==> src/core/readout_pkg.sv <==
// package: constants and carriers for the pixel array readout sequencer
package readout_pkg;
  localparam int unsigned ADDR_W          = 12;
  localparam int unsigned EXP_W           = 16;
  // default window: 3264 x 2448 active image, border of 8 excluded
  localparam logic [11:0] X_START_RST     = 12'h008;
  localparam logic [11:0] X_END_RST       = 12'hcc7;
  localparam logic [11:0] Y_START_RST     = 12'h008;
  localparam logic [11:0] Y_END_RST       = 12'h997;
  localparam logic [11:0] X_SIZE_RST      = 12'hcc0;
  localparam logic [11:0] Y_SIZE_RST      = 12'h990;
  localparam logic [2:0]  ODD_INC_RST     = 3'h1;
  localparam logic        H_REV_RST       = 1'h1;
  localparam logic        V_REV_RST       = 1'h0;
  localparam logic [15:0] EXP_RST         = 16'h0010;
  // bayer order codes (phase of the first delivered pixel)
  localparam logic [1:0]  BAYER_GR        = 2'h0;
  localparam logic [1:0]  BAYER_RG        = 2'h1;
  localparam logic [1:0]  BAYER_BG        = 2'h2;
  localparam logic [1:0]  BAYER_GB        = 2'h3;

  typedef struct packed {
    logic [11:0] x_start;
    logic [11:0] x_end;
    logic [11:0] y_start;
    logic [11:0] y_end;
    logic [11:0] x_size;
    logic [11:0] y_size;
    logic [2:0]  x_odd_inc;
    logic [2:0]  y_odd_inc;
    logic        h_rev;
    logic        v_rev;
    logic [15:0] exposure;
  } geom_t;

  typedef struct packed {
    logic        valid;
    logic        sof;
    logic        sol;
    logic [11:0] col;
    logic [11:0] row;
  } pix_t;

  typedef enum logic [4:0] {
    ST_IDLE  = 5'b00001,
    ST_EXPO  = 5'b00010,
    ST_READ  = 5'b00100,
    ST_SHUT  = 5'b01000,
    ST_BLANK = 5'b10000
  } seq_state_t;
endpackage

==> src/core/pixel_array_readout_sequencer.sv <==
// pixel array readout sequencer: window scan, reversal, skipping, shutter modes
// Contract
// [RULE1] rolling mode streams frames at fixed rate, resetting then reading rows in turn
// [RULE2] exposure is reset-to-read interval, identical for all rows of a frame
// [RULE3] exposure changes apply at frame start so frames never mix exposures
// [RULE4] global release mode captures one frame, drives external shutter controls
// [RULE5] scan bounded by start/end addresses; output dims follow size settings
// [RULE6] reset window gives 3264 by 2448 active image
// [RULE7] border pixels excluded by default, included only by enlarged settings
// [RULE8] column reversal on after reset; reads last column down to first
// [RULE9] row reversal reads last row first down to first row
// [RULE10] reversal changes update readable bayer phase field
// [RULE11] column and row odd increments programmed independently
// [RULE12] odd increment accepts only 1, 3, 7; 1 means no skipping
// [RULE13] both increments 3 give 2x2 skipping, quarter pixel count
// [RULE14] both increments 7 give 4x4 skipping, one sixteenth resolution
// [RULE15] standby halts sequencing while settings stay writable
// [RULE16] read an even/odd pair then advance n+1 from the pair start
// [RULE17] geometry changes take effect only at frame boundary
`timescale 1ns/100ps
module pixel_array_readout_sequencer (
  input  wire logic                 sys_clk_i,
  input  wire logic                 rst_n_i,
  input  wire logic                 standby_i,
  input  wire logic                 global_release_mode_i,
  input  wire logic                 grab_i,
  input  wire readout_pkg::geom_t   cfg_i,
  output readout_pkg::pix_t         pix_o,
  output logic                      row_reset_o,
  output logic [11:0]               row_reset_addr_o,
  output logic                      shutter_open_o,
  output logic                      busy_o,
  output logic [1:0]                bayer_order_o,
  output logic                      frame_done_o
);
  readout_pkg::seq_state_t state_reg, state_next;
  readout_pkg::geom_t      geom_reg, geom_next;
  readout_pkg::geom_t      cfg_reg, cfg_next;
  readout_pkg::pix_t       pix_reg, pix_next;
  logic [11:0] col_reg, col_next, row_reg, row_next;
  logic [11:0] ocol_reg, ocol_next, orow_reg, orow_next;
  logic [11:0] rst_row_reg, rst_row_next;
  logic        half_reg, half_next, rrst_reg, rrst_next;
  logic [15:0] exp_cnt_reg, exp_cnt_next;
  logic [1:0]  bayer_reg, bayer_next;
  logic        done_reg, done_next, shut_reg, shut_next;
  logic        row_last, col_last, row_half;
  logic [11:0] xs, ys;

  // reset geometry: 3264 x 2448 active image, border excluded, column reversal on
  localparam readout_pkg::geom_t GEOM_RST = '{readout_pkg::X_START_RST, readout_pkg::X_END_RST,
                                               readout_pkg::Y_START_RST, readout_pkg::Y_END_RST,
                                               readout_pkg::X_SIZE_RST, readout_pkg::Y_SIZE_RST,
                                               readout_pkg::ODD_INC_RST, readout_pkg::ODD_INC_RST,
                                               readout_pkg::H_REV_RST, readout_pkg::V_REV_RST,
                                               readout_pkg::EXP_RST};

  // only 1, 3, 7 are legal; anything else falls back to no skipping
  function automatic logic [2:0] legal_inc(input logic [2:0] v);
    legal_inc = (v == 3'h3 || v == 3'h7) ? v : 3'h1; // [RULE12]
  endfunction

  // column step: within pair step 1, pair end jumps to pair start + n + 1
  function automatic logic [11:0] step(input logic h, input logic [2:0] n);
    step = h ? 12'(n) : 12'h001; // [RULE16]
  endfunction

  // latch programmed settings; keeps writing in standby so control access is never lost
  always_comb begin
    cfg_next = cfg_i; // [RULE15]
    cfg_next.x_odd_inc = legal_inc(cfg_i.x_odd_inc); // [RULE11]
    cfg_next.y_odd_inc = legal_inc(cfg_i.y_odd_inc); // [RULE11]
  end

  assign xs = geom_reg.h_rev ? geom_reg.x_end : geom_reg.x_start;
  assign ys = geom_reg.v_rev ? geom_reg.y_end : geom_reg.y_start;
  // line ends on output width or on crossing the far column bound
  assign col_last = (ocol_reg + 12'h001 >= geom_reg.x_size) ||
                    (geom_reg.h_rev ? (col_reg < geom_reg.x_start + step(half_reg, geom_reg.x_odd_inc))
                                    : (col_reg + step(half_reg, geom_reg.x_odd_inc) > geom_reg.x_end)); // [RULE5]
  // pair phase counted from the first row read, so a reversed scan also starts with a full pair
  assign row_half = row_reg[0] ^ ys[0]; // [RULE16]
  assign row_last = (orow_reg + 12'h001 >= geom_reg.y_size) ||
                    (geom_reg.v_rev ? (row_reg < geom_reg.y_start + step(row_half, geom_reg.y_odd_inc))
                                    : (row_reg + step(row_half, geom_reg.y_odd_inc) > geom_reg.y_end)); // [RULE9]

  // sequencer next-state and counters
  always_comb begin
    state_next   = state_reg;
    geom_next    = geom_reg;
    col_next     = col_reg;
    row_next     = row_reg;
    ocol_next    = ocol_reg;
    orow_next    = orow_reg;
    half_next    = half_reg;
    exp_cnt_next = exp_cnt_reg;
    rst_row_next = rst_row_reg;
    rrst_next    = 1'b0;
    done_next    = 1'b0;
    shut_next    = shut_reg;
    bayer_next   = bayer_reg;
    pix_next     = '0;
    unique case (state_reg)
      readout_pkg::ST_IDLE: begin
        // new geometry and exposure captured only here, at the frame boundary
        if (!standby_i && (!global_release_mode_i || grab_i)) begin // [RULE15]
          geom_next    = cfg_reg; // [RULE17] [RULE3]
          bayer_next   = {cfg_reg.v_rev ^ cfg_reg.y_start[0], cfg_reg.h_rev ^ cfg_reg.x_start[0]}; // [RULE10]
          exp_cnt_next = cfg_reg.exposure;
          rst_row_next = cfg_reg.v_rev ? cfg_reg.y_end : cfg_reg.y_start;
          row_next     = cfg_reg.v_rev ? cfg_reg.y_end : cfg_reg.y_start;
          col_next     = cfg_reg.h_rev ? cfg_reg.x_end : cfg_reg.x_start;
          ocol_next    = '0;
          orow_next    = '0;
          half_next    = 1'b0;
          shut_next    = global_release_mode_i; // [RULE4]
          rrst_next    = 1'b1; // first row reset; in global mode this is the only row reset of the frame
          state_next   = readout_pkg::ST_EXPO;
        end
      end
      readout_pkg::ST_EXPO: begin
        // in rolling mode every row waits the same full count between its reset and its read; global mode waits once per frame
        if (exp_cnt_reg == 16'h0000) begin // [RULE2]
          pix_next.sof = (orow_reg == 12'h000);
          if (geom_reg.x_size != 12'h000 && geom_reg.y_size != 12'h000) begin
            state_next = global_release_mode_i ? readout_pkg::ST_SHUT : readout_pkg::ST_READ;
          end else begin
            state_next = readout_pkg::ST_BLANK;
          end
        end else begin
          exp_cnt_next = exp_cnt_reg - 16'h0001;
        end
      end
      readout_pkg::ST_SHUT: begin
        // shutter closes to end exposure, then the frame is read out
        shut_next  = 1'b0; // [RULE4]
        state_next = readout_pkg::ST_READ;
      end
      readout_pkg::ST_READ: begin
        pix_next.valid = 1'b1;
        pix_next.sof   = (ocol_reg == 12'h000) && (orow_reg == 12'h000);
        pix_next.sol   = (ocol_reg == 12'h000);
        pix_next.col   = col_reg;
        pix_next.row   = row_reg;
        if (col_last) begin
          col_next  = xs;
          ocol_next = '0;
          half_next = 1'b0;
          if (row_last) begin
            state_next = readout_pkg::ST_BLANK;
          end else begin
            orow_next = orow_reg + 12'h001;
            row_next  = geom_reg.v_rev ? row_reg - step(row_half, geom_reg.y_odd_inc)
                                       : row_reg + step(row_half, geom_reg.y_odd_inc);
            // [RULE9] [RULE13] [RULE14]
            // rolling: reset the next row, expose it, then read it; line time grows by the exposure
            if (!global_release_mode_i) begin // [RULE1] [RULE2]
              rrst_next    = 1'b1;
              rst_row_next = row_next;
              exp_cnt_next = geom_reg.exposure;
              state_next   = readout_pkg::ST_EXPO;
            end
          end
        end else begin
          ocol_next = ocol_reg + 12'h001;
          half_next = ~half_reg;
          col_next  = geom_reg.h_rev ? col_reg - step(half_reg, geom_reg.x_odd_inc)
                                     : col_reg + step(half_reg, geom_reg.x_odd_inc); // [RULE8] [RULE16]
        end
      end
      readout_pkg::ST_BLANK: begin
        done_next  = 1'b1;
        state_next = readout_pkg::ST_IDLE; // rolling mode restarts at fixed cadence
      end
      default: state_next = readout_pkg::ST_IDLE;
    endcase
  end

  // state registers, synchronous active-low reset
  always_ff @(posedge sys_clk_i) begin
    if (!rst_n_i) begin
      state_reg   <= readout_pkg::ST_IDLE;
      cfg_reg     <= GEOM_RST; // [RULE6] [RULE7] [RULE8]
      geom_reg    <= GEOM_RST;
      pix_reg     <= '0;
      col_reg     <= '0;
      row_reg     <= '0;
      ocol_reg    <= '0;
      orow_reg    <= '0;
      half_reg    <= 1'b0;
      exp_cnt_reg <= '0;
      rst_row_reg <= '0;
      rrst_reg    <= 1'b0;
      done_reg    <= 1'b0;
      shut_reg    <= 1'b0;
      bayer_reg   <= readout_pkg::BAYER_RG;
    end else begin
      state_reg   <= state_next;
      cfg_reg     <= cfg_next;
      geom_reg    <= geom_next;
      pix_reg     <= pix_next;
      col_reg     <= col_next;
      row_reg     <= row_next;
      ocol_reg    <= ocol_next;
      orow_reg    <= orow_next;
      half_reg    <= half_next;
      exp_cnt_reg <= exp_cnt_next;
      rst_row_reg <= rst_row_next;
      rrst_reg    <= rrst_next;
      done_reg    <= done_next;
      shut_reg    <= shut_next;
      bayer_reg   <= bayer_next;
    end
  end

  assign pix_o            = pix_reg;
  assign row_reset_o      = rrst_reg;
  assign row_reset_addr_o = rst_row_reg;
  assign shutter_open_o   = shut_reg;
  assign busy_o           = (state_reg != readout_pkg::ST_IDLE);
  assign bayer_order_o    = bayer_reg;
  assign frame_done_o     = done_reg;
endmodule // pixel_array_readout_sequencer

==> config.mk <==
export PLATFORM = sky130hd
export DESIGN_NAME = pixel_array_readout_sequencer
export DESIGN_NICKNAME = d
export VERILOG_FILES = /design/src/core/readout_pkg.sv /design/src/core/pixel_array_readout_sequencer.sv
export SDC_FILE = /design/constraint.sdc
export NUM_CORES = 1
export LEC_CHECK = 0
export ABC_AREA = 1
export BUFFER_PORTS_ARGS = -buffer_cell sky130_fd_sc_hd__buf_4
export CAP_MARGIN = 25
export CORE_ASPECT_RATIO = 0.9
export CORE_MARGIN = 2
export CORE_UTILIZATION = 55
export DETAILED_ROUTE_END_ITERATION = 16
export PLACE_DENSITY = 0.83
export SLEW_MARGIN = 20
export SYNTH_ARGS = -nofsm -noshare
export SYNTH_HDL_FRONTEND = slang
export SYNTH_SLANG_ARGS = --single-unit
export TNS_END_PERCENT = 1
==> constraint.sdc <==
create_clock -name sys_clk_i -period 7.25 [get_ports sys_clk_i]
set_input_delay 1.45 -clock sys_clk_i [delete_from_list [all_inputs] [get_ports sys_clk_i]]
set_output_delay 1.45 -clock sys_clk_i [all_outputs]
set_load 0.01 [all_outputs]
Yosys cells after proc, flatten, opt, wreduce, memory -nomap -nowiden
Index checks and enable logic that the tools add are counted.

Register bits after elaboration: 306. Latch bits: 0. Bits in writable memories: 0. Bits in read-only memories: 0. Input port bits: 101. Word-level logic and storage cells: 158. Memories kept: 0.

Add/sub/neg operators: 9. Multiply operators: 0. Div/mod/pow operators: 0. Order comparisons: 6. Equal/unequal tests: 17. Shift-type cells: 0. Multiplexer cells: 55. Bitwise gates (word level): 4. Reductions and logical operators: 28.

Operators by type and width (number): $mux 12 (17); $pmux 12 s2 (5); $mux 16 (5); $pmux 16 s3 (1); $add 12x3->12 (3); $mux 5 (6); $add 12x1->12 const B (2); $ge 12x12->1 (2); $gt 12x12->1 (2); $logic_not 12->1 (2); $lt 12x12->1 (2); $reduce_bool 12->1 (2); $sub 12x12->12 (2); $pmux 5 s4 (1); $logic_not 16->1 (1); $sub 16x1->16 const B (1); $mux 1 (13); $add 12x12->12 (1); $ne 2x2->1 const B (6); $reduce_and 2->1 (6); $pmux 1 s2 (4); $reduce_and 4->1 (2); $eq 3x2->1 const B (2); $eq 3x3->1 const B (2); 18 further kinds (29).

Logic depth before layout (Yosys ltp)
Depth after elaboration: 10. Gate-level depth with buffers: 27.

Least setup slack after synthesis
Ideal clock, no wire load.

Kind: reg-to-reg. Start: register geom_reg[16] (netlist name). End: register row_reg[7]. Data arrival time: 3.588 ns. Path slack: 3.550 ns. Stages on the path, launching flop included: 26. Path buffers: 1. Clock period less this slack: 3.700 ns. Cell sequence: dfxtp_1 mux2i_1 xor2_1 nand2_1 inv_1 fa_1 nand2_1 a21oi_1 nand3_1 nor3_1 nand3_1 xor2_1 inv_1 ha_1 nand2_1 inv_2 nand3_1 a21oi_1 nor2_1 nand2_1 nand3_4 a21oi_4 nand2_8 buf_6 o21bai_2 nor2_1.

Longest elaborated chain between the ends: 9.

Ends and longest elaborated chain: start, declared (line pixel_array_readout_sequencer.sv:37) `readout_pkg::geom_t geom_reg, geom_next;`; start signal, assigned (line pixel_array_readout_sequencer.sv:200) `geom_reg <= geom_next;`; $mux 1 (line pixel_array_readout_sequencer.sv:76) `assign ys = geom_reg.v_rev ? geom_reg.y_end : geom_reg.y_start;`; $xor 1x1->1 (line pixel_array_readout_sequencer.sv:82) `assign row_half = row_reg[0] ^ ys[0];`; $mux 3 (line pixel_array_readout_sequencer.sv:65) `step = h ? 12'(n) : 12'h001;`; $add 12x3->12 (on tied branches) (line pixel_array_readout_sequencer.sv:85, pixel_array_readout_sequencer.sv:154, pixel_array_readout_sequencer.sv:84); $gt 12x12->1 / $lt 12x12->1 (equally long branches) (line pixel_array_readout_sequencer.sv:85, pixel_array_readout_sequencer.sv:84); $mux 1 (line pixel_array_readout_sequencer.sv:84) `(geom_reg.v_rev ? (row_reg < geom_reg.y_start + step(row_half, geom_reg.y_odd_inc))`; $logic_or 1x1->1 (line pixel_array_readout_sequencer.sv:83) `assign row_last = (orow_reg + 12'h001 >= geom_reg.y_size) ||`; $ne 2x2->1 (no line); $reduce_and 4->1 (no line); end signal, assigned (line pixel_array_readout_sequencer.sv:203) `row_reg <= row_next;`; end, declared (line pixel_array_readout_sequencer.sv:40) `logic [11:0] col_reg, col_next, row_reg, row_next;`.

Several ways; a longest one is shown, not always the timed one. The select of a mux whose other input is x is not followed. A chain may end at the register's enable or synchronous reset.

Worst setup path after layout
Start: register geom_reg[16] (netlist name). End: register exp_cnt_reg[14].

Longest elaborated chain between the ends: 9.

Ends and longest elaborated chain: $mux 1 (line pixel_array_readout_sequencer.sv:76); $xor 1x1->1 (line pixel_array_readout_sequencer.sv:82); $mux 3 (line pixel_array_readout_sequencer.sv:65); $add 12x3->12 (on tied branches) (line pixel_array_readout_sequencer.sv:85, pixel_array_readout_sequencer.sv:84); $gt 12x12->1 / $lt 12x12->1 (equally long branches) (line pixel_array_readout_sequencer.sv:85, pixel_array_readout_sequencer.sv:84); $mux 1 * (line pixel_array_readout_sequencer.sv:84); $logic_or 1x1->1 * (line pixel_array_readout_sequencer.sv:83); $ne 2x2->1 (no line) *; $reduce_and 6->1 (no line) *; end signal, assigned (line pixel_array_readout_sequencer.sv:207) `exp_cnt_reg <= exp_cnt_next;`; end, declared (line pixel_array_readout_sequencer.sv:44) `logic [15:0] exp_cnt_reg, exp_cnt_next;`.

Every way passes the cells marked *; elsewhere a longest branch is shown, timed or not.

==> results.tsv <==
metric	value	unit
layout-drive-gt1-share	13.3	%
min-delay-path-class	flip-flop to flip-flop	
grt_antenna_before_repair	0	
timing.critical_path.arrival	5390	ps
drt_iter0_markers	1303	
dr.pass1.iters	5	
n_antenna_cell	0	
top_post_synthesis_cells_by_count	sky130_fd_sc_hd__nand2_1 (498), sky130_fd_sc_hd__dfxtp_1 (306), sky130_fd_sc_hd__inv_1 (295), sky130_fd_sc_hd__nor2_1 (255), sky130_fd_sc_hd__o21ai_0 (128)	
ant_nets	0	
clkSlewWorstSetupHoldPaths	60	ps
detail_route.vias_per_cell	5.34	
multiInputGateArea	8010	um2
grt_pass1_vias	13400	
run_status	finished clean	
cap_viol_max_count	0	
postSynthAreaPerCell	7.20	um2
ctsHtreeMaxLevel	1	
floorplan.rows	58	
io_buffer_count	145	
cp-end-kind	flip-flop	
static-leakage-power	0.00892	uW
minimum_setup_slack_after_placement	2480	ps
max-vdd-ir-drop	269	uV
nFillCells	2359	
routabilityCongestion	0.969	
initial_utilization	56.1	%
synth.most_common_cell	sky130_fd_sc_hd__nand2_1	
cts.repair.resized	0	
tritoncts.num_buffers	31	
num_vias	14200	
critical_path.reg2reg.endpoint	exp_cnt_reg[14]	
ys_dominant_reg_cell	sky130_fd_sc_hd__dfxtp_1	
tightestPinTransition	1050	ps
power.switching_fraction	41.1	%
hold-worst-slack	430	ps
timing.final.hold_violations	0	
clk_path_buf_depth	3	
synthesis.instances	2181	
synth_warnings	0	
register_area	6130	um2
post-synth-top-area-cell	sky130_fd_sc_hd__dfxtp_1	
cts.sinks	306	
final.period_utilization	67.9	%
power_report.internal_total	3760	uW
grt_max_degree	107	
path_common_cell	sky130_fd_sc_hd__nand2_1	
die_h	164	um
area.growth.synth_to_final	13.9	%
clk_root_buffer_cell	sky130_fd_sc_hd__clkbuf_16	
synthArstFlopShare	0	%
sequentialPowerShare	34.8	%
power.share.combinational	40.2	%
route.detailed.drc	0	
drt-wirelength-per-cell	15.3	um
r2r.worst_path.cells	25	
fin_nets	2479	
fin_worst_skew	15.8	ps
yosys.cell_types.count	56	
max_freq	203	MHz
synth-edff-count	0	
rsz0062_at_grt	no	
worst-path-max-fanout	30	
crit-reg2reg-launch	geom_reg[16]	
setup_total_negative_slack	0	ps
track_usage	27.0	%
setup.reg_to_reg.worst_slack	2330	ps
yosys-top-cells-area	sky130_fd_sc_hd__dfxtp_1 (39%), sky130_fd_sc_hd__nand2_1 (12%), sky130_fd_sc_hd__ha_1 (7.4%), sky130_fd_sc_hd__inv_1 (7.0%), sky130_fd_sc_hd__nor2_1 (6.1%)	
path_class	flip-flop to flip-flop	
cts_tree	done	
slew_headroom	30.1	%
critical_path.startpoint_type	flip-flop	
clk-insertion-delay-late	580	ps
postCtsSetupRepairBufs	0	
syn-cell-area	15700	um2
die_width	182	um
detailedPlacementHpwl	28800	um
core_region_area	28000	um2
holdPathEnd	geom_reg[21]	
report.final.slew_viol_count	0	
cts_hold_buf	0	
hold_path_depth	2	
die_area	29900	um2
setup_ws	2330	ps
finalSetupViolations	0	
hold_path_startpoint	cfg_reg[21]	
clkPwrFrac	25.0	%
routed_wirelength	40800	um
grt-ovfl-total	0	
critPathMaxStageDelay	610	ps
ios	146	
cell_with_the_largest_stage_delay_on_the_worst_path	sky130_fd_sc_hd__dfxtp_1	
power_density	357	nW/um2
cp_data_required_time	7720	ps
p_switching	2620	uW
grt_first_pass_wirelength	65600	um
ys_seq_elements	306	
synth_sequential_area_ratio	39.0	%
synth.top_cell.area_share	39.0	%
period_minus_slack	4920	ps
[final cells by class]
class                           count  area share (%)
Clock buffer                       40            4.58
Clock inverter                     15            1.02
Inverter                          309            6.52
Multi-Input combinational cell   1479            44.8
Sequential cell                   306            34.2
Tap cell                          360            2.52
Timing Repair Buffer              152            6.39
[layout by cell type (no fill, tap or decap), drive strengths merged, types with 9 or more instances in the layout]
cell type    n
a21oi      117
a221oi       9
buf        152
clkbuf      40
dfxtp      306
ha          93
inv        310
nand2      504
nand3      101
nand4       25
nor2       283
nor3        22
nor4        11
o211ai      37
o21ai      134
o21bai      19
or2         37
xor2        46
[kinds of logic after synthesis]
group	after synthesis	synth area share, %
buf+inv	397	10.1
other cells	1	0.0239
compound gates	330	12.0
mux	1	0.0637
fa+ha+maj	99	8.17
flops	306	39.0
xor+xnor	54	3.01
simple gates	993	27.6
[per-stage QoR]
step	total power [uW]	area [um2]	std cells	util (%)
2_1_floorplan	4180	15700	2182	-
3_3_place_gp	4670	16900	2606	60.3
3_5_place_dp	4760	16900	2606	60.3
4_1_cts	6360	17900	2661	63.9
5_1_grt	6850	17900	2661	63.9
6_report	6390	17900	2661	63.9
[worst max path at each step]
stage	from	endpoint	slack, ps
2_1_floorplan	geom_reg[16]	row_reg[7]	3550
3_3_place_gp	geom_reg[16]	exp_cnt_reg[5]	2680
5_1_grt	geom_reg[16]	exp_cnt_reg[13]	1840
3_5_place_dp	geom_reg[16]	exp_cnt_reg[3]	2480
4_1_cts	geom_reg[16]	exp_cnt_reg[8]	2460
6_report	geom_reg[16]	exp_cnt_reg[14]	2330
[metal layers]
layer,part of all wire (%),wire length [um],GRT usage (%),vias up
met5,0,0,0,-
met4,3.2,1290,9.57,0
met3,7.3,2990,3.95,92
met2,45,18500,44.5,530
met1,44,18000,36.2,6501
li1,-,-,-,7095
[power groups by stage]
stage / clock network [uW] / registers [uW] / logic [uW]
3_3_place_gp: 0 / 2240 / 2430
4_1_cts: 1610 / 2220 / 2540
5_1_grt: 1680 / 2260 / 2910
6_report: 1590 / 2230 / 2570
3_5_place_dp: 0 / 2250 / 2510
2_1_floorplan: 0 / 2180 / 2000
[worst max-delay path, delay by kind of cell (launching register included)]
kind | cells | cell delay, ps
xor+xnor | 1 | 240
buf+inv | 1 | 50
fa+ha+maj | 3 | 950
mux | 1 | 300
flops | 1 | 610
compound gates | 2 | 430
simple gates | 17 | 2230
(Power assumes the default switching activity.)
